File: config.mk
export PLATFORM = sky130hd
export DESIGN_NAME = step_translator_diagnostics
export DESIGN_NICKNAME = d
export VERILOG_FILES = /design/src/verilog/step_translator_pkg.sv /design/src/verilog/step_translator_diagnostics.sv
export SDC_FILE = /design/constraint.sdc
export NUM_CORES = 1
export LEC_CHECK = 0
export ABC_AREA = 1
export BUFFER_PORTS_ARGS = -buffer_cell sky130_fd_sc_hd__buf_2
export CAP_MARGIN = 15
export CELL_PAD_IN_SITES_DETAIL_PLACEMENT = 1
export CELL_PAD_IN_SITES_GLOBAL_PLACEMENT = 1
export CORE_ASPECT_RATIO = 0.6
export CORE_MARGIN = 2
export CORE_UTILIZATION = 45
export CTS_CLUSTER_DIAMETER = 60
export DETAILED_ROUTE_END_ITERATION = 6
export GPL_ROUTABILITY_DRIVEN = 0
export PLACE_DENSITY = 0.88
export SLEW_MARGIN = 20
export SYNTH_ARGS = -nofsm -noshare
export SYNTH_HDL_FRONTEND = slang
export SYNTH_SLANG_ARGS = --single-unit
File: constraint.sdc
create_clock -name ref_clk -period 4.98 [get_ports ref_clk]
set_clock_uncertainty 0.2 [all_clocks]
set_input_delay 0 -clock ref_clk [delete_from_list [all_inputs] [get_ports ref_clk]]
set_output_delay 0 -clock ref_clk [all_outputs]
set_load 0.005 [all_outputs]
File: src/verilog/step_translator_pkg.sv
// constants for the step translator and diagnostics block
package step_translator_pkg;
  // register byte addresses (word aligned)
  localparam logic [7:0] CTRL0_ADDR = 8'h00;
  localparam logic [7:0] CTRL1_ADDR = 8'h04;
  localparam logic [7:0] CTRL2_ADDR = 8'h08;
  localparam logic [7:0] STAT0_ADDR = 8'h10;
  localparam logic [7:0] STAT1_ADDR = 8'h14;
  localparam logic [7:0] STAT2_ADDR = 8'h18;
  localparam logic [7:0] STAT3_ADDR = 8'h1C;
  // control 0 fields
  localparam int CUR_LSB = 0;
  localparam int SM_LSB = 5;
  // control 1 fields
  localparam int BRIDGE_ENABLE_BIT_BIT = 0;
  localparam int ROTATION_SENSE_BIT_BIT = 1;
  localparam int STEP_EDGE_SELECT_BIT = 2;
  // control 2 fields
  localparam int BACKEMF_TRANSPARENT_BIT = 0;
  localparam int BACKEMF_DIVIDER_SELECT_BIT = 1;
  localparam int SLP_BIT = 2;
  // status 0 fields
  localparam int TW_BIT = 0;
  localparam int TSD_BIT = 1;
  localparam int COIL_X_BREAK_FLAG_BIT = 2;
  localparam int COIL_Y_BREAK_FLAG_BIT = 3;
  localparam int CPF_BIT = 4;
  // reset values
  localparam logic [2:0] SM_RESET = 3'h0;
  localparam logic [6:0] POS_RESET = 7'h00;
  // step resolution code 0 is 1/32; code n gives 2^n table entries per step
  localparam logic [2:0] SM_MAX = 3'h5;
  // timing
  localparam int CLK_MHZ = 125;
  localparam int OPEN_TIME_MS = 200;
  localparam int OPEN_CYCLES = OPEN_TIME_MS * CLK_MHZ * 1000;
  // register bus answer: one wait cycle
  localparam int BUS_WAIT = 1;
endpackage : step_translator_pkg

File: src/verilog/step_translator_diagnostics.sv
// step translator, back-emf monitor control and latched diagnostics
// Overview of operation
// - direction is pin XOR software sense bit
// - each qualifying step edge moves 2^n entries at resolution code n
// - edge select picks rising or falling edge
// - 7-bit position readable, updated on step
// - new resolution applied at next step
// - finer resolution snaps to nearest grid point
// - coarser resolution keeps offset from grid
// - peak code applied at next PWM period
// - sample back-emf at each zero crossing end while sample-hold is high
// - transparent follows, otherwise hold end sample
// - divider select halves or quarters sample
// - thermal warning sets warning flag
// - shutdown sets flag and disables bridges
// - shutdown flag clears after cool and read
// - overload sets per-transistor flag, bridges off
// - full duty over 200 ms breaks coil
// - pump fault flag follows low pump voltage
// - fault output low on any diagnostic flag
// - hard reset pin clears all registers
// - sleep disables drivers, keeps registers
// - no steps in sleep; wait pump start-up
// - reset to position zero, finest resolution
// - unchanged resolution steps one column entry
// - diagnostic status cleared after status read
// - bridge enable bit gates both bridges
//
// Our own choices: the Avalon-MM interface to the registers and the register offsets.
`timescale 1ns/10ps
module step_translator_diagnostics
  import step_translator_pkg::*;
#(
  parameter int OPEN_LIMIT = OPEN_CYCLES
) (
  input wire logic ref_clk,
  input wire logic rst,
  input wire logic hardResetPin,
  input wire logic [7:0] avs_address,
  input wire logic avs_read,
  input wire logic avs_write,
  input wire logic [31:0] avs_writedata,
  output logic [31:0] avs_readdata,
  output logic avs_waitrequest,
  input wire logic stepPulseInput,
  input wire logic rotationSensePin,
  input wire logic pwmPeriodStart,
  input wire logic pwmFullDutyX,
  input wire logic pwmFullDutyY,
  input wire logic coilXZero,
  input wire logic coilYZero,
  input wire logic pwmSampleHold,
  input wire logic tempWarning,
  input wire logic tempShutdown,
  input wire logic [3:0] overloadX,
  input wire logic [3:0] overloadY,
  input wire logic pumpLow,
  output logic [6:0] translatorPos,
  output logic [4:0] peakAmplitudeCode,
  output logic [2:0] activeResolution,
  output logic bridgeXEnable,
  output logic bridgeYEnable,
  output logic analogPowerDown,
  output logic bemfTrack,
  output logic bemfDivFour,
  output logic faultOut_n
);
  // all asynchronous inputs pass two flops
  localparam int NSYNC = 19;
  logic [NSYNC-1:0] syncA_r;
  logic [NSYNC-1:0] syncB_r;
  logic stepPrev_r;
  logic hardSyncA_r;
  logic hardSyncB_r;
  logic clr;
  always_ff @(posedge ref_clk) begin
    syncA_r <= {stepPulseInput, rotationSensePin, pwmPeriodStart, pwmFullDutyX, pwmFullDutyY, coilXZero,
                coilYZero, pwmSampleHold, tempWarning, tempShutdown, overloadX, overloadY, pumpLow};
    syncB_r <= syncA_r;
    hardSyncA_r <= hardResetPin;
    hardSyncB_r <= hardSyncA_r;
  end
  wire stepS = syncB_r[18];
  wire dirPinS = syncB_r[17];
  wire pwmStartS = syncB_r[16];
  wire fullXS = syncB_r[15];
  wire fullYS = syncB_r[14];
  wire zeroXS = syncB_r[13];
  wire zeroYS = syncB_r[12];
  wire sampleHoldS = syncB_r[11];
  wire warnS = syncB_r[10];
  wire shutS = syncB_r[9];
  wire [3:0] ovxS = syncB_r[8:5];
  wire [3:0] ovyS = syncB_r[4:1];
  wire pumpLowS = syncB_r[0];
  assign clr = rst | hardSyncB_r;

  // control registers
  logic [4:0] curCode_r;
  logic [2:0] smReq_r;
  logic bridge_enable_bit_r;
  logic rotation_sense_bit_r;
  logic step_edge_select_r;
  logic backemf_transparent_r;
  logic backemf_divider_select_r;
  logic slp_r;
  logic busWrite;
  logic readDone;
  logic readStat;
  logic readStat0;
  logic readStat12;
  logic [1:0] busCnt_r;
  logic busAck;
  // one wait state so readdata can come straight from a flop
  assign busAck = (avs_read | avs_write) && busCnt_r == 2'(BUS_WAIT);
  assign busWrite = avs_write && busAck;
  assign readDone = avs_read && busAck;
  assign readStat0 = readDone && avs_address == STAT0_ADDR;
  assign readStat12 = readDone && (avs_address == STAT1_ADDR || avs_address == STAT2_ADDR);
  assign readStat = readStat0 | readStat12;

  always_ff @(posedge ref_clk) begin
    if (clr) begin
      busCnt_r <= 2'h0;
    end else if (busAck) begin
      busCnt_r <= 2'h0;
    end else if (avs_read | avs_write) begin
      busCnt_r <= busCnt_r + 2'h1;
    end
  end

  always_ff @(posedge ref_clk) begin
    if (clr) begin
      curCode_r <= 5'h00;
      smReq_r <= SM_RESET;
      bridge_enable_bit_r <= 1'b0;
      rotation_sense_bit_r <= 1'b0;
      step_edge_select_r <= 1'b0;
      backemf_transparent_r <= 1'b0;
      backemf_divider_select_r <= 1'b0;
      slp_r <= 1'b0;
    end else if (busWrite) begin
      // status addresses fall through: writes there are ignored
      if (avs_address == CTRL0_ADDR) begin
        curCode_r <= avs_writedata[CUR_LSB +: 5];
        smReq_r <= avs_writedata[SM_LSB +: 3];
      end else if (avs_address == CTRL1_ADDR) begin
        bridge_enable_bit_r <= avs_writedata[BRIDGE_ENABLE_BIT_BIT];
        rotation_sense_bit_r <= avs_writedata[ROTATION_SENSE_BIT_BIT];
        step_edge_select_r <= avs_writedata[STEP_EDGE_SELECT_BIT];
      end else if (avs_address == CTRL2_ADDR) begin
        backemf_transparent_r <= avs_writedata[BACKEMF_TRANSPARENT_BIT];
        backemf_divider_select_r <= avs_writedata[BACKEMF_DIVIDER_SELECT_BIT];
        slp_r <= avs_writedata[SLP_BIT];
      end
    end
  end

  // step translator
  logic [2:0] smAct_r;
  logic [6:0] pos_r;
  logic [6:0] posNxt;
  logic [6:0] stepSize;
  logic [6:0] halfSize;
  logic [6:0] gridMask;
  logic [6:0] snapped;
  logic stepEdge;
  logic dirUp;
  always_ff @(posedge ref_clk) begin
    if (clr) begin
      stepPrev_r <= 1'b0;
    end else begin
      stepPrev_r <= stepS;
    end
  end
  // edge select: 0 rising, 1 falling
  assign stepEdge = step_edge_select_r ? (stepPrev_r & ~stepS) : (~stepPrev_r & stepS);
  assign dirUp = dirPinS ^ rotation_sense_bit_r;
  always_comb begin
    // codes above the coarsest mode clamp to full step
    stepSize = 7'h01 << ((smReq_r > SM_MAX) ? SM_MAX : smReq_r);
    halfSize = stepSize >> 1;
    gridMask = ~(stepSize - 7'h01);
    posNxt = pos_r;
    if (smReq_r < smAct_r) begin
      // finer grid: snap to nearest point, then step
      snapped = (pos_r + halfSize) & gridMask;
    end else begin
      // same or coarser: any offset from the grid is kept
      snapped = pos_r;
    end
    // wrap past either end comes free from the 7-bit width
    if (dirUp) begin
      posNxt = snapped + stepSize;
    end else begin
      posNxt = snapped - stepSize;
    end
  end
  // steps are ignored in sleep; the controller must not send them anyway
  always_ff @(posedge ref_clk) begin
    if (clr) begin
      pos_r <= POS_RESET;
      smAct_r <= SM_RESET;
    end else if (stepEdge && !slp_r) begin
      pos_r <= posNxt;
      // mode only moves with a step, never on the bus write
      smAct_r <= (smReq_r > SM_MAX) ? SM_MAX : smReq_r;
    end
  end

  // peak current applied at pwm period start
  logic [4:0] curApplied_r;
  always_ff @(posedge ref_clk) begin
    if (clr) begin
      curApplied_r <= 5'h00;
    end else if (pwmStartS) begin
      curApplied_r <= curCode_r;
    end
  end

  // back-emf sample control
  logic zeroPrev_r;
  logic track_r;
  wire zeroAny = zeroXS | zeroYS;
  always_ff @(posedge ref_clk) begin
    if (clr) begin
      zeroPrev_r <= 1'b0;
      track_r <= 1'b0;
    end else begin
      zeroPrev_r <= zeroAny;
      if (backemf_transparent_r) begin
        track_r <= 1'b1;
      end else begin
        // pulse at end of each zero crossing interval that ends while sample-hold is high
        track_r <= zeroPrev_r & ~zeroAny & sampleHoldS;
      end
    end
  end

  // diagnostics
  logic tw_r;
  logic tsd_r;
  logic [3:0] ovx_r;
  logic [3:0] ovy_r;
  logic coil_x_break_flag_r;
  logic coil_y_break_flag_r;
  logic [31:0] fullCntX_r;
  logic [31:0] fullCntY_r;
  always_ff @(posedge ref_clk) begin
    if (clr) begin
      tw_r <= 1'b0;
      tsd_r <= 1'b0;
    end else begin
      // set wins over the clear by read
      tw_r <= warnS | (tw_r & ~readStat0);
      if (shutS) begin
        tsd_r <= 1'b1;
      end else if (readStat && !warnS) begin
        tsd_r <= 1'b0;
      end
    end
  end
  always_ff @(posedge ref_clk) begin
    if (clr) begin
      ovx_r <= 4'h0;
      ovy_r <= 4'h0;
    end else begin
      // a live overload survives the clearing read
      ovx_r <= ovxS | (ovx_r & {4{~readStat12}});
      ovy_r <= ovyS | (ovy_r & {4{~readStat12}});
    end
  end
  always_ff @(posedge ref_clk) begin
    if (clr) begin
      fullCntX_r <= 32'h0;
      fullCntY_r <= 32'h0;
      coil_x_break_flag_r <= 1'b0;
      coil_y_break_flag_r <= 1'b0;
    end else begin
      // counters saturate so a long full duty cannot wrap to zero
      fullCntX_r <= fullXS ? ((fullCntX_r > 32'(OPEN_LIMIT)) ? fullCntX_r : fullCntX_r + 32'h1) : 32'h0;
      fullCntY_r <= fullYS ? ((fullCntY_r > 32'(OPEN_LIMIT)) ? fullCntY_r : fullCntY_r + 32'h1) : 32'h0;
      coil_x_break_flag_r <= (fullCntX_r > 32'(OPEN_LIMIT)) | (coil_x_break_flag_r & ~readStat0);
      coil_y_break_flag_r <= (fullCntY_r > 32'(OPEN_LIMIT)) | (coil_y_break_flag_r & ~readStat0);
    end
  end
  // pump level is live, not latched
  wire anyFault = tw_r | tsd_r | (|ovx_r) | (|ovy_r) | coil_x_break_flag_r | coil_y_break_flag_r | pumpLowS;
  wire driveOk = bridge_enable_bit_r & ~slp_r & ~tsd_r & ~(|ovx_r) & ~(|ovy_r);

  // registered outputs
  always_ff @(posedge ref_clk) begin
    if (clr) begin
      translatorPos <= POS_RESET;
      peakAmplitudeCode <= 5'h00;
      activeResolution <= SM_RESET;
      bridgeXEnable <= 1'b0;
      bridgeYEnable <= 1'b0;
      analogPowerDown <= 1'b0;
      bemfTrack <= 1'b0;
      bemfDivFour <= 1'b0;
      faultOut_n <= 1'b1;
    end else begin
      translatorPos <= pos_r;
      peakAmplitudeCode <= curApplied_r;
      activeResolution <= smAct_r;
      bridgeXEnable <= driveOk & ~coil_x_break_flag_r;
      bridgeYEnable <= driveOk & ~coil_y_break_flag_r;
      analogPowerDown <= slp_r;
      bemfTrack <= track_r;
      bemfDivFour <= backemf_divider_select_r;
      faultOut_n <= ~anyFault;
    end
  end

  // bus answer: readdata and waitrequest registered
  // unmapped addresses read as zero
  logic [31:0] rdMux;
  always_comb begin
    rdMux = 32'h0;
    if (avs_address == CTRL0_ADDR) begin
      rdMux = {24'h0, smReq_r, curCode_r};
    end else if (avs_address == CTRL1_ADDR) begin
      rdMux = {29'h0, step_edge_select_r, rotation_sense_bit_r, bridge_enable_bit_r};
    end else if (avs_address == CTRL2_ADDR) begin
      rdMux = {29'h0, slp_r, backemf_divider_select_r, backemf_transparent_r};
    end else if (avs_address == STAT0_ADDR) begin
      rdMux = {27'h0, pumpLowS, coil_y_break_flag_r, coil_x_break_flag_r, tsd_r, tw_r};
    end else if (avs_address == STAT1_ADDR) begin
      rdMux = {28'h0, ovx_r};
    end else if (avs_address == STAT2_ADDR) begin
      rdMux = {28'h0, ovy_r};
    end else if (avs_address == STAT3_ADDR) begin
      rdMux = {25'h0, pos_r};
    end
  end
  always_ff @(posedge ref_clk) begin
    if (clr) begin
      avs_readdata <= 32'h0;
      avs_waitrequest <= 1'b1;
    end else begin
      avs_readdata <= rdMux;
      // low exactly in the answer cycle
      avs_waitrequest <= ~((avs_read | avs_write) && busCnt_r == 2'(BUS_WAIT - 1) && !busAck);
    end
  end
endmodule : step_translator_diagnostics

==> impl_results.rst, run 1 <==
.. list-table::
   :header-rows: 1

   * - Metric
     - Value
   * - Maximum number of pins on one net before global-route repair
     - 41
   * - Cells after synthesis
     - 1150
   * - Static Leakage
     - 4.249 nW
   * - Number of design rule violations left after detail routing
     - 0
   * - Origin of the critical flop-to-flop path
     - smReq_r[2]
   * - Critical path's slowest cell
     - sky130_fd_sc_hd__a21oi_1
   * - Unique cell type count in the Yosys netlist
     - 36
   * - RR Endpoint
     - pos_r[5]
   * - Vias in the first global route
     - 8216
   * - Remaining antenna violation count
     - 0
   * - Clock latency on the worst-skew pair
     - 0.45 ns
   * - Flop and latch count out of synthesis
     - 180
   * - Number of instances on the worst hold path
     - 2
   * - Slew @ Worst Pin
     - 1.055 ns
   * - Final setup fails
     - 0
   * - Worst path cell trace
     - ha_1 -> nand2_1 -> nand2_1 -> a21oi_1 -> inv_1 -> o31ai_1 -> ha_1 -> a21oi_1 -> nand2_1 -> nand2_1 -> nand2_1 -> a21oi_1 -> nor2_1 -> o21ai_0 -> inv_1
   * - I/O Pins
     - 118
   * - Place WS
     - 1.296 ns
   * - Clock-pin slew on the worst setup and hold paths
     - 0.07 ns
   * - Final worst slack
     - 1.197 ns
   * - Sequential fraction of the synthesis area
     - 42.68%
   * - Initial DRT Pass Iterations
     - 4
   * - Max-slew violation count
     - 0
   * - Post-route fraction of the period consumed by the critical path
     - 75.96%
   * - Yosys Warn Count
     - 0
   * - Die Span X
     - 180.8 um
   * - Path depth of the worst reg2reg path
     - 15
   * - Power per Cell Area
     - 303.5 nW/um^2
   * - Largest incremental delay on the critical path
     - 0.80 ns
   * - DIE AREA
     - 19910 um^2
   * - Worst slew margin relative to its limit
     - 29.65%
   * - Iteration-0 DRC Markers
     - 527
   * - Clock tree from TritonCTS
     - done
   * - Biggest fanout along the worst timing path
     - 12
   * - Clock period minus worst slack
     - 3.783 ns
   * - HPWL Detailed
     - 17960 um
   * - Area of the mapped netlist
     - 8443 um^2
   * - Final Hold Violating Endpoints
     - 0
   * - Worst hold path type
     - input port to register
   * - Sort of element at the start of the critical path
     - register
   * - Buffer cell driving the clock tree root
     - sky130_fd_sc_hd__clkbuf_16
   * - Die Span Y
     - 110.1 um
   * - Maximum VDD drop
     - 242.2 uV
   * - Post-Route WL
     - 27160 um
   * - Vias
     - 8113
   * - First-pass GRT wire length
     - 43540 um
   * - Setup slack of the worst register-to-register path
     - 1.20 ns
   * - RSZ-0062 raised after global routing
     - no
   * - Max Clock Freq
     - 264.4 MHz
   * - Buffers on Ports
     - 69
   * - Setup_tns
     - 0 ns
   * - Average via count per standard cell
     - 5.320
   * - Starting density of the core
     - 46.37%
   * - Antenna violations before repair
     - 0
   * - Overall power consumption
     - 3.053 mW
   * - Area growth from synthesis to final layout
     - 19.13%
   * - Most common cell type on the critical path
     - sky130_fd_sc_hd__nand2_1
   * - Outcome
     - complete, no violations
   * - Data required time at the worst endpoint
     - 5.11 ns
   * - Final hold slack
     - 0.02779 ns
   * - Placeable Area
     - 18210 um^2
   * - End of the critical path
     - pos_r[5]
   * - Start-to-end type of the worst setup path
     - register to register
   * - Total routing resource utilization after global routing
     - 27.98%
   * - Clock Path Buffers
     - 2
   * - Mean area per synthesized cell
     - 7.342 um^2
   * - Average detailed-routed wire length per instance
     - 17.81 um
   * - Number of nets at the end of the flow
     - 1359
   * - Number of placement rows
     - 38
   * - Gr ovfl total
     - 0
   * - Worst Path Buf+Inv
     - 2
   * - Count of max-cap constraint violations
     - 0
   * - Setup crit start
     - smReq_r[2]
   * - Clock tree sinks
     - 180
   * - CTS resizes
     - 0
   * - Crit-path leading delay family
     - compound AO/OA/AOI/OAI gates
   * - Total CTS buffers
     - 17
   * - Critical Path End Type
     - register
   * - Count of cell instances traversed by the critical path
     - 15
   * - Fraction of final layout cells with drive strength greater than 1
     - 11.13%
   * - Number of antenna cells inserted
     - 0
   * - CTS H-Tree Depth
     - 4
   * - Data arrival time of the critical path
     - 3.92 ns
flip-flops by register name, summed over array words and instances, names as in the netlist, 7 cells and up:
name	flops
fullCntX_r	32
fullCntY_r	32
syncA_r	19
syncB_r	19
avs_readdata	8
pos_r	7
translatorPos	7
where the power goes:
part	switching (mW)	internal, mW	leakage (nW)
registers	0.0195	1.47	1.47
clock network	0.613	0.761	0.288
logic	0.110	0.0789	2.49
total	0.742	2.31	4.25
worst min path at each step:
stage	start	to	slack [ns]
2_1_floorplan	hardResetPin	hardSyncA_r	-0.17
3_5_place_dp	overloadX[0]	syncA_r[5]	-0.1
4_1_cts	coilYZero	syncA_r[12]	0.001
5_1_grt	coilYZero	syncA_r[12]	0.04
6_report	coilYZero	syncA_r[12]	0.03
3_3_place_gp	pumpLow	syncA_r[0]	-0.1
Yosys cell counts:
library cell	count	area share [%]
sky130_fd_sc_hd__nor3_1	15	0.89
sky130_fd_sc_hd__a32o_1	1	0.12
sky130_fd_sc_hd__o22ai_1	2	0.15
sky130_fd_sc_hd__o31ai_1	1	0.089
sky130_fd_sc_hd__ha_1	21	3.1
sky130_fd_sc_hd__nand4_1	21	1.6
sky130_fd_sc_hd__clkinv_1	2	0.089
sky130_fd_sc_hd__o21ai_0	45	2.7
sky130_fd_sc_hd__fa_1	2	0.47
sky130_fd_sc_hd__a31oi_1	5	0.37
sky130_fd_sc_hd__buf_4	25	2.2
sky130_fd_sc_hd__nand2_1	236	10
sky130_fd_sc_hd__nor2_2	7	0.52
sky130_fd_sc_hd__nor4_1	1	0.074
sky130_fd_sc_hd__xnor2_1	16	1.7
sky130_fd_sc_hd__nand3_1	100	5.9
sky130_fd_sc_hd__nand3b_1	7	0.62
sky130_fd_sc_hd__buf_2	10	0.59
sky130_fd_sc_hd__buf_6	7	0.93
sky130_fd_sc_hd__nor3b_1	6	0.53
sky130_fd_sc_hd__a21oi_1	97	5.7
sky130_fd_sc_hd__o32ai_1	1	0.10
sky130_fd_sc_hd__nand2_2	13	0.96
sky130_fd_sc_hd__conb_1	1	0.044
sky130_fd_sc_hd__clkbuf_1	12	0.53
sky130_fd_sc_hd__o21bai_1	1	0.089
sky130_fd_sc_hd__a21oi_2	11	1.1
sky130_fd_sc_hd__dfxtp_1	180	43
sky130_fd_sc_hd__nand2_4	4	0.53
sky130_fd_sc_hd__and2_1	1	0.074
sky130_fd_sc_hd__nor3_2	2	0.24
sky130_fd_sc_hd__xor2_1	25	2.6
sky130_fd_sc_hd__inv_1	139	6.2
sky130_fd_sc_hd__nand3_2	1	0.12
sky130_fd_sc_hd__buf_1	2	0.089
sky130_fd_sc_hd__nor2_1	130	5.8
stage by stage:
| stage | area, um^2 | cells | util, % |
|---|---|---|---|
| after floorplan | 8533 | 1174 | - |
| after global placement | 8835 | 1430 | 48.52 |
| after detailed placement | 8837 | 1430 | 48.53 |
| after CTS | 10060 | 1525 | 55.24 |
| after global routing | 10060 | 1525 | 55.24 |
| final | 10060 | 1525 | 55.24 |
cell families (layout without fill, tap and decap cells):
family	after synthesis	count (layout)	synth area share [%]
compound gates	164	164	10.48
xor+xnor	41	41	4.253
fa+ha+maj	23	23	3.586
buf+inv	197	308	10.64
flops	180	180	42.68
other cells	1	25	0.04441
simple gates	544	544	28.32
area by class of cell:
cell class	instances	area, um^2
clock buffer	19	442.9
clock inverter	13	147.6
fill	2301	8152
inverter	141	529.3
multi-input combinational	797	4036
sequential	180	3603
tap	240	300.3
timing repair buffer	135	998.5
per-layer routing:
layer	track usage (%)	vias to the layer above	part of all wire, %
met1	38.22	3906	47
met5	0	-	0
met3	5.486	35	6.6
met4	7.431	0	1.4
met2	45.71	281	45
li1	-	3891	-
placed cells by master, fill, tap and decap left out, types with 3 or more instances in the layout:
cell | synthesis | final
sky130_fd_sc_hd__nand2_1 | 236 | 235
sky130_fd_sc_hd__dfxtp_1 | 180 | 180
sky130_fd_sc_hd__inv_1 | 139 | 139
sky130_fd_sc_hd__nor2_1 | 130 | 129
sky130_fd_sc_hd__nand3_1 | 100 | 100
sky130_fd_sc_hd__a21oi_1 | 97 | 97
sky130_fd_sc_hd__buf_2 | 10 | 69
sky130_fd_sc_hd__dlygate4sd3_1 | 0 | 63
sky130_fd_sc_hd__o21ai_0 | 45 | 45
sky130_fd_sc_hd__xor2_1 | 25 | 25
sky130_fd_sc_hd__conb_1 | 1 | 25
sky130_fd_sc_hd__nand4_1 | 21 | 21
sky130_fd_sc_hd__ha_1 | 21 | 21
sky130_fd_sc_hd__clkbuf_16 | 0 | 17
sky130_fd_sc_hd__xnor2_1 | 16 | 16
sky130_fd_sc_hd__nor3_1 | 15 | 15
sky130_fd_sc_hd__nand2_2 | 13 | 14
sky130_fd_sc_hd__a21oi_2 | 11 | 11
sky130_fd_sc_hd__nor2_2 | 7 | 8
sky130_fd_sc_hd__nand3b_1 | 7 | 7
sky130_fd_sc_hd__nor3b_1 | 6 | 6
sky130_fd_sc_hd__a31oi_1 | 5 | 5
sky130_fd_sc_hd__nand2_4 | 4 | 4
sky130_fd_sc_hd__clkinv_2 | 0 | 3
sky130_fd_sc_hd__buf_4 | 25 | 3
repair_timing:
item                      4_1_cts  5_1_grt
buffers inserted                0        0
hold endpoints to repair       70        0
hold buffers                   63        0
No activity file was read; power rests on OpenSTA's default activity.
==> run 2: changes to the inputs <==
--- a/config.mk
+++ b/config.mk
@@ -12,11 +12,11 @@
 export CELL_PAD_IN_SITES_GLOBAL_PLACEMENT = 1
 export CORE_ASPECT_RATIO = 0.6
 export CORE_MARGIN = 2
-export CORE_UTILIZATION = 45
+export CORE_UTILIZATION = 42
 export CTS_CLUSTER_DIAMETER = 60
 export DETAILED_ROUTE_END_ITERATION = 6
 export GPL_ROUTABILITY_DRIVEN = 0
-export PLACE_DENSITY = 0.88
+export PLACE_DENSITY = 0.83
 export SLEW_MARGIN = 20
 export SYNTH_ARGS = -nofsm -noshare
 export SYNTH_HDL_FRONTEND = slang
==> constraint.sdc (replaced) <==
create_clock -name ref_clk -period 3.95 [get_ports ref_clk]
set_clock_uncertainty 0.2 [all_clocks]
set_input_delay 0 -clock ref_clk [delete_from_list [all_inputs] [get_ports ref_clk]]
set_output_delay 0 -clock ref_clk [all_outputs]
set_load 0.005 [all_outputs]
==> impl_results.rst, run 2 (synthesis results as in run 1) <==
.. list-table::
   :header-rows: 1

   * - Metric
     - Value
   * - Vias in the first global route
     - 7908 (-3.7%)
   * - DIE AREA
     - 21290 um^2 (+6.9%)
   * - Vias
     - 7892 (-2.7%)
   * - I/O Pins
     - 118 (unchanged)
   * - Static Leakage
     - 4.218 nW (-0.73%)
   * - Commonest non-fill, non-tap cells in the layout
     - sky130_fd_sc_hd__nand2_1 (235), sky130_fd_sc_hd__dfxtp_1 (180), sky130_fd_sc_hd__inv_1 (139)
   * - Post-Route WL
     - 25440 um (-6.3%)
   * - Sort of element at the start of the critical path
     - register
   * - Fraction of final layout cells with drive strength greater than 1
     - 11.50% (+0.37 points)
   * - Buffers on Ports
     - 69 (unchanged)
   * - RSZ-0062 raised after global routing
     - no
   * - Clock-pin slew on the worst setup and hold paths
     - 0.07 ns (about the same)
   * - Cell-internal power
     - 2.859 mW (+24%)
   * - Max-slew violation count
     - 0 (unchanged)
   * - Critical Path End Type
     - register
   * - Total routing resource utilization after global routing
     - 24.49% (-3.5 points)
   * - Start-to-end type of the worst setup path
     - register to register
   * - Maximum number of pins on one net before global-route repair
     - 38 (-7.3%)
   * - Clock period minus worst slack
     - 3.584 ns (-0.1989 ns)
   * - Antenna violations before repair
     - 0 (unchanged)
   * - Remaining antenna violation count
     - 0 (unchanged)
   * - Clock Path Buffers
     - 2 (unchanged)
   * - HPWL Detailed
     - 17280 um (-3.8%)
   * - Placeable Area
     - 19870 um^2 (+9.1%)
   * - Origin of the critical flop-to-flop path
     - smReq_r[2]
   * - Slew @ Worst Pin
     - 0.8636 ns (-0.1916 ns)
   * - Setup_tns
     - 0 ns (unchanged)
   * - End of the critical path
     - pos_r[5]
   * - Met1 GRT Util
     - 35.27% (-2.9 points)
   * - Sequential share of power
     - 49.3% (+0.5 points)
   * - CTS H-Tree Depth
     - 4 (unchanged)
   * - Power spent charging and discharging nets
     - 945.3 uW (+27%)
   * - Buffer cell driving the clock tree root
     - sky130_fd_sc_hd__clkbuf_16
   * - Max Clock Freq
     - 279.0 MHz (+5.6%)
   * - Average detailed-routed wire length per instance
     - 16.40 um (-7.9%)
   * - Power per Cell Area
     - 379.5 nW/um^2 (+25%)
   * - Maximum VDD drop
     - 296.2 uV (+22%)
   * - Final hold slack
     - 0.008073 ns (-0.01972 ns)
   * - Outcome
     - complete, no violations
   * - Die Span Y
     - 113.8 um (+3.4%)
   * - Most common cell after layout, fill and taps aside
     - sky130_fd_sc_hd__nand2_1
   * - Path depth of the worst reg2reg path
     - 18 (+3)
   * - Starting density of the core
     - 42.49% (-3.9 points)
   * - Post-route fraction of the period consumed by the critical path
     - 90.73% (+15 points)
   * - Average via count per standard cell
     - 5.088 (-4.4%)
   * - Number of nets at the end of the flow
     - 1352 (-0.52%)
   * - Worst slew margin relative to its limit
     - 42.22% (+13 points)
   * - Final setup fails
     - 0 (unchanged)
   * - Count of max-cap constraint violations
     - 0 (unchanged)
   * - Iteration-0 DRC Markers
     - 517 (-1.9%)
   * - Die Span X
     - 187.0 um (+3.4%)
   * - Setup slack of the worst register-to-register path
     - 0.37 ns (-0.83 ns)
   * - Data arrival time of the critical path
     - 3.72 ns (-0.20 ns)
   * - Data required time at the worst endpoint
     - 4.08 ns (-1.03 ns)
   * - Most congested layer reported by global routing
     - met2
   * - Initial DRT Pass Iterations
     - 5 (+1)
   * - Final Hold Violating Endpoints
     - 0 (unchanged)
   * - Gr ovfl total
     - 0 (unchanged)
   * - Global routing met2 resource utilization
     - 37.30% (-8.4 points)
   * - Number of filler cells placed in the layout
     - 2525 (+9.7%)
   * - Number of design rule violations left after detail routing
     - 0 (unchanged)
   * - GR Util met3
     - 5.231% (-0.26 points)
   * - Number of antenna cells inserted
     - 0 (unchanged)
   * - Biggest fanout along the worst timing path
     - 8 (-4)
   * - Clock latency on the worst-skew pair
     - 0.44 ns (about the same)
   * - Share of total power in combinational logic
     - 6.2% (about the same)
   * - First-pass GRT wire length
     - 41360 um (-5.0%)
   * - Area growth from synthesis to final layout
     - 18.72%
   * - Top Registers
     - fullCntX_r (32), fullCntY_r (32)
   * - Clock tree sinks
     - 180 (unchanged)
   * - Number of placement rows
     - 40 (+5.3%)
   * - Clock tree from TritonCTS
     - done
   * - Setup crit start
     - smReq_r[2]
   * - RR Endpoint
     - pos_r[5]
   * - Worst hold path type
     - input port to register
   * - Total CTS buffers
     - 17 (unchanged)
   * - Clock network power share
     - 44.5% (-0.5 points)
   * - Share of total power consumed by net switching
     - 24.85% (+0.53 points)
run 2: cell count changes in the layout (fill, tap and decap cells not counted), sizes merged:
| cell | change |
|---|---|
| dlygate4sd3 | -9 |
| buf | +2 |
| inv | +3 |
| clkinv | -2 |
| bufinv | -1 |
run 2: critical path, cell delays in order, from the launching register on:
cell and delay, ns:
sky130_fd_sc_hd__dfxtp_1 0.39, sky130_fd_sc_hd__inv_1 0.23, sky130_fd_sc_hd__nand2_1 0.11, sky130_fd_sc_hd__nor2_1 0.28, sky130_fd_sc_hd__ha_1 0.27, sky130_fd_sc_hd__fa_1 0.43
sky130_fd_sc_hd__nand2_1 0.09, sky130_fd_sc_hd__inv_1 0.05, sky130_fd_sc_hd__o21ai_0 0.31, sky130_fd_sc_hd__inv_1 0.08, sky130_fd_sc_hd__ha_1 0.28, sky130_fd_sc_hd__nand3_1 0.08
sky130_fd_sc_hd__nand2_1 0.08, sky130_fd_sc_hd__nand2_1 0.06, sky130_fd_sc_hd__nand2_1 0.05, sky130_fd_sc_hd__a21oi_1 0.19, sky130_fd_sc_hd__nor2_1 0.07, sky130_fd_sc_hd__o21ai_0 0.17
sky130_fd_sc_hd__inv_1 0.06
run 2: cell type report:
cell class / instances / area (um^2) / share of cell area, %
Sequential cell: 180 / 3603 / 35.95
Clock buffer: 19 / 442.9 / 4.419
Tap cell: 273 / 341.6 / 3.408
Inverter: 141 / 529.3 / 5.280
Clock inverter: 13 / 140.1 / 1.398
Multi-Input combinational cell: 797 / 4043 / 40.33
Timing Repair Buffer: 128 / 923.4 / 9.212
run 2: power by group through the flow:
stage | clock network (mW) | registers, mW | logic [mW]
floorplan | 0 | 1.91 | 0.135
global placement | 0 | 1.92 | 0.180
detailed placement | 0 | 1.92 | 0.186
CTS | 1.72 | 1.88 | 0.226
global route | 1.81 | 1.88 | 0.261
finish | 1.69 | 1.88 | 0.234
run 2: stage by stage:
stage	power, mW	setup slack (ns)	util, %	instances	cell area, um^2
after floorplan	2.044	0.9387	-	1174	8533
after global placement	2.096	0.6459	44.75	1465	8891
after detailed placement	2.105	0.5098	44.76	1465	8894
after CTS	3.827	0.4602	50.42	1551	10020
after global routing	3.953	0.02944	50.45	1551	10020
final	3.804	0.3664	50.45	1551	10020
run 2: worst min path at each step:
| stage | end | slack (ns) | depth (start not counted) | from |
|---|---|---|---|---|
| floorplan | hardSyncA_r | -0.17 | 0 | hardResetPin |
| global placement | hardSyncA_r | -0.1 | 1 | hardResetPin |
| detailed placement | syncA_r[5] | -0.1 | 1 | overloadX[0] |
| CTS | syncA_r[16] | 0.002 | 2 | pwmPeriodStart |
| finish | syncA_r[4] | 0.008 | 2 | overloadY[3] |
| global route | syncA_r[4] | 0.003 | 2 | overloadY[3] |
run 2: layer usage:
layer	share of wire, %	vias to the layer above
li1	-	3867
met2	42	206
met5	0	-
met1	51	3785
met3	5.4	34
met4	1.5	0
run 2: what timing repair did:
item | 4_1_cts | 5_1_grt
setup endpoints to repair | 0 | 1
buffers inserted | 0 | 0
hold buffers | 54 | 0
resized for setup | 0 | 2
hold endpoints to repair | 69 | 0
==> run 3: changes to the inputs <==
--- a/config.mk
+++ b/config.mk
@@ -12,11 +12,11 @@
 export CELL_PAD_IN_SITES_GLOBAL_PLACEMENT = 1
 export CORE_ASPECT_RATIO = 0.6
 export CORE_MARGIN = 2
-export CORE_UTILIZATION = 42
+export CORE_UTILIZATION = 38
 export CTS_CLUSTER_DIAMETER = 60
 export DETAILED_ROUTE_END_ITERATION = 6
 export GPL_ROUTABILITY_DRIVEN = 0
-export PLACE_DENSITY = 0.83
+export PLACE_DENSITY = 0.8
 export SLEW_MARGIN = 20
 export SYNTH_ARGS = -nofsm -noshare
 export SYNTH_HDL_FRONTEND = slang
==> constraint.sdc (replaced) <==
create_clock -name ref_clk -period 3 [get_ports ref_clk]
set_clock_uncertainty 0.2 [all_clocks]
set_input_delay 0 -clock ref_clk [delete_from_list [all_inputs] [get_ports ref_clk]]
set_output_delay 0 -clock ref_clk [all_outputs]
set_load 0.005 [all_outputs]
==> impl_results.rst, run 3 (synthesis results as in run 1) <==
.. list-table::
   :header-rows: 1

   * - Metric
     - Value
   * - Outcome
     - complete, but fails checks
   * - Failing checks
     - negative setup slack
   * - First-pass GRT wire length
     - 42640 um (+3.1%)
   * - Average detailed-routed wire length per instance
     - 16.83 um (+2.6%)
   * - RSZ-0062 raised after global routing
     - yes
   * - Start-to-end type of the worst setup path
     - register to register
   * - Placed Instance Area
     - 9104 um^2 (+2.4%)
   * - Number of instances on the worst hold path
     - 2 (unchanged)
   * - Buffers on Ports
     - 69 (unchanged)
   * - Number of nets at the end of the flow
     - 1403 (+3.8%)
   * - Path depth of the worst reg2reg path
     - 17 (-1)
   * - Clock latency on the worst-skew pair
     - 0.45 ns (about the same)
   * - Antenna violations before repair
     - 2 (+2)
   * - Sort of element at the start of the critical path
     - register
   * - Most common cell type on the critical path
     - sky130_fd_sc_hd__nand2_1
   * - Remaining antenna violation count
     - 0 (unchanged)
   * - Crit-path leading delay family
     - adder cells
   * - Number of antenna cells inserted
     - 0 (unchanged)
   * - Clock-pin slew on the worst setup and hold paths
     - 0.08 ns (about the same)
   * - Share of total power in combinational logic
     - 7.4% (+1.2 points)
   * - Critical path's slowest cell
     - sky130_fd_sc_hd__dfxtp_4
   * - Placeable Area
     - 21910 um^2 (+10%)
   * - Commonest non-fill, non-tap cells in the layout
     - sky130_fd_sc_hd__nand2_1 (229), sky130_fd_sc_hd__dfxtp_1 (177), sky130_fd_sc_hd__inv_1 (128)
   * - Vias
     - 8103 (+2.7%)
   * - Most common cell after layout, fill and taps aside
     - sky130_fd_sc_hd__nand2_1
   * - Static Leakage
     - 4.454 nW (+5.6%)
   * - Final worst slack
     - -0.06390 ns (-0.4302 ns)
   * - Cell-internal power
     - 3.706 mW (+30%)
   * - Share of total power consumed by net switching
     - 26.40% (+1.5 points)
   * - Largest incremental delay on the critical path
     - 0.39 ns (-0.04 ns)
   * - RR Endpoint
     - pos_r[5]
   * - Sequential share of power
     - 49.1% (-0.2 points)
   * - Worst hold path type
     - input port to register
   * - Vias in the first global route
     - 8131 (+2.8%)
   * - CTS H-Tree Depth
     - 4 (unchanged)
   * - Biggest fanout along the worst timing path
     - 4 (-4)
   * - Top Registers
     - fullCntX_r (32), fullCntY_r (32)
   * - Worst Path Buf+Inv
     - 3 (-1)
   * - Count of max-cap constraint violations
     - 0 (unchanged)
   * - HPWL Detailed
     - 18420 um (+6.6%)
   * - Post-route fraction of the period consumed by the critical path
     - 102.1% (+11 points)
   * - Buffer cell driving the clock tree root
     - sky130_fd_sc_hd__clkbuf_16
   * - End of the critical path
     - pos_r[5]
   * - Final setup fails
     - 1 (+1)
   * - Fraction of final layout cells with drive strength greater than 1
     - 17.32% (+5.8 points)
   * - Gr ovfl total
     - 0 (unchanged)
   * - Total routing resource utilization after global routing
     - 23.35% (-1.1 points)
   * - Worst path cell trace
     - inv_4 -> nand2_4 -> nor2_4 -> ha_4 -> fa_2 -> buf_6 -> xnor2_2 -> o31ai_1 -> ha_1 -> a21oi_2 -> nand2_1 -> nand2_1 -> nand2_1 -> a21oi_2 -> nor2_1 -> o21ai_1 -> inv_1
   * - Die Span Y
     - 119.5 um (+5.0%)
   * - Critical Path End Type
     - register
   * - Number of design rule violations left after detail routing
     - 0 (unchanged)
   * - Final Hold Violating Endpoints
     - 0 (unchanged)
   * - Iteration-0 DRC Markers
     - 545 (+5.4%)
   * - Hold_sp
     - overloadY[3]
   * - Power spent charging and discharging nets
     - 1.329 mW (+41%)
   * - Maximum VDD drop
     - 396.9 uV (+34%)
   * - Area growth from synthesis to final layout
     - 25.83%
   * - Max Clock Freq
     - 326.4 MHz (+17%)
   * - Count of cell instances traversed by the critical path
     - 17 (-1)
   * - Total CTS buffers
     - 17 (unchanged)
   * - I/O Pins
     - 118 (unchanged)
   * - Starting density of the core
     - 38.53% (-4.0 points)
   * - Die Span X
     - 196.4 um (+5.0%)
   * - Clock period minus worst slack
     - 3.064 ns (-0.5198 ns)
   * - Maximum number of pins on one net before global-route repair
     - 37 (-2.6%)
   * - Number of placement rows
     - 42 (+5.0%)
   * - Clock tree sinks
     - 180 (unchanged)
   * - Clock tree from TritonCTS
     - done
   * - DIE AREA
     - 23470 um^2 (+10%)
   * - Post-route cell area
     - 10620 um^2 (+6.0%)
   * - Clock Path Buffers
     - 2 (unchanged)
   * - Setup crit start
     - smReq_r[2]
   * - Clock network power share
     - 43.5% (-1.0 points)
   * - End-of-flow core utilization
     - 48.48% (-2.0 points)
   * - Origin of the critical flop-to-flop path
     - smReq_r[2]
   * - Initial DRT Pass Iterations
     - 5 (unchanged)
   * - Max-slew violation count
     - 0 (unchanged)
   * - Power per Cell Area
     - 474.0 nW/um^2 (+25%)
   * - Post-Route WL
     - 27160 um (+6.8%)
   * - Average via count per standard cell
     - 5.020 (-1.3%)
   * - Overall power consumption
     - 5.035 mW (+32%)
   * - Data arrival time of the critical path
     - 3.21 ns (-0.51 ns)
   * - Data required time at the worst endpoint
     - 3.15 ns (-0.93 ns)
   * - Setup slack of the worst register-to-register path
     - -0.06 ns (-0.43 ns)
## run 3: worst min path at each step
stage | endpoint | slack (ns)
finish | syncA_r[4] | 0.01
global route | syncA_r[4] | 0.003
CTS | syncA_r[0] | 0.005
detailed placement | syncA_r[14] | -0.1
global placement | syncA_r[3] | -0.1
floorplan | hardSyncA_r | -0.17
## run 3: final cells by class
| type | count | area (um^2) |
|---|---|---|
| tap | 286 | 357.8 |
| inverter | 141 | 534.3 |
| fill | 2759 | 11290 |
| sequential | 180 | 3610 |
| multi-input combinational | 797 | 4219 |
| clock inverter | 14 | 142.6 |
| timing repair buffer | 179 | 1335 |
| clock buffer | 17 | 425.4 |
## run 3: power groups by stage
stage          clock network (mW)  logic [mW]  registers [mW]
5_1_grt                      2.34       0.409            2.48
3_3_place_gp                    0       0.254            2.52
3_5_place_dp                    0       0.264            2.52
6_report                     2.19       0.374            2.47
2_1_floorplan                   0       0.178            2.51
4_1_cts                      2.23       0.338            2.47
## run 3: layer usage
layer	GRT usage [%]	share of wire [%]	wire, um	up-vias
met4	7.386	1.6	423	0
met1	33.69	51	13760	3901
met3	4.078	4.8	1312	29
li1	-	-	-	3970
met2	35.31	43	11660	203
met5	0	0	0	-
## run 3: timing repair
| action | CTS | global route |
|---|---|---|
| setup endpoints to repair | 4 | 11 |
| endpoints found under the hold margin | 73 | 0 |
| pin swaps | 16 | 35 |
| hold buffers | 64 | 0 |
| setup buffers | 5 | 10 |
| resized for setup | 21 | 41 |
## run 3: stage by stage
stage	setup TNS (ns)	cells	setup slack, ns	hold slack [ns]
final	-0.06390	1614	-0.06390	0.01402
after global routing	-0.4531	1614	-0.1555	0.002579
after CTS	-0.02386	1604	-0.02386	0.005006
after detailed placement	-0.3604	1504	-0.2331	-0.09558
after global placement	-0.008499	1504	-0.008499	-0.09566
after floorplan	0	1174	0.06295	-0.1723
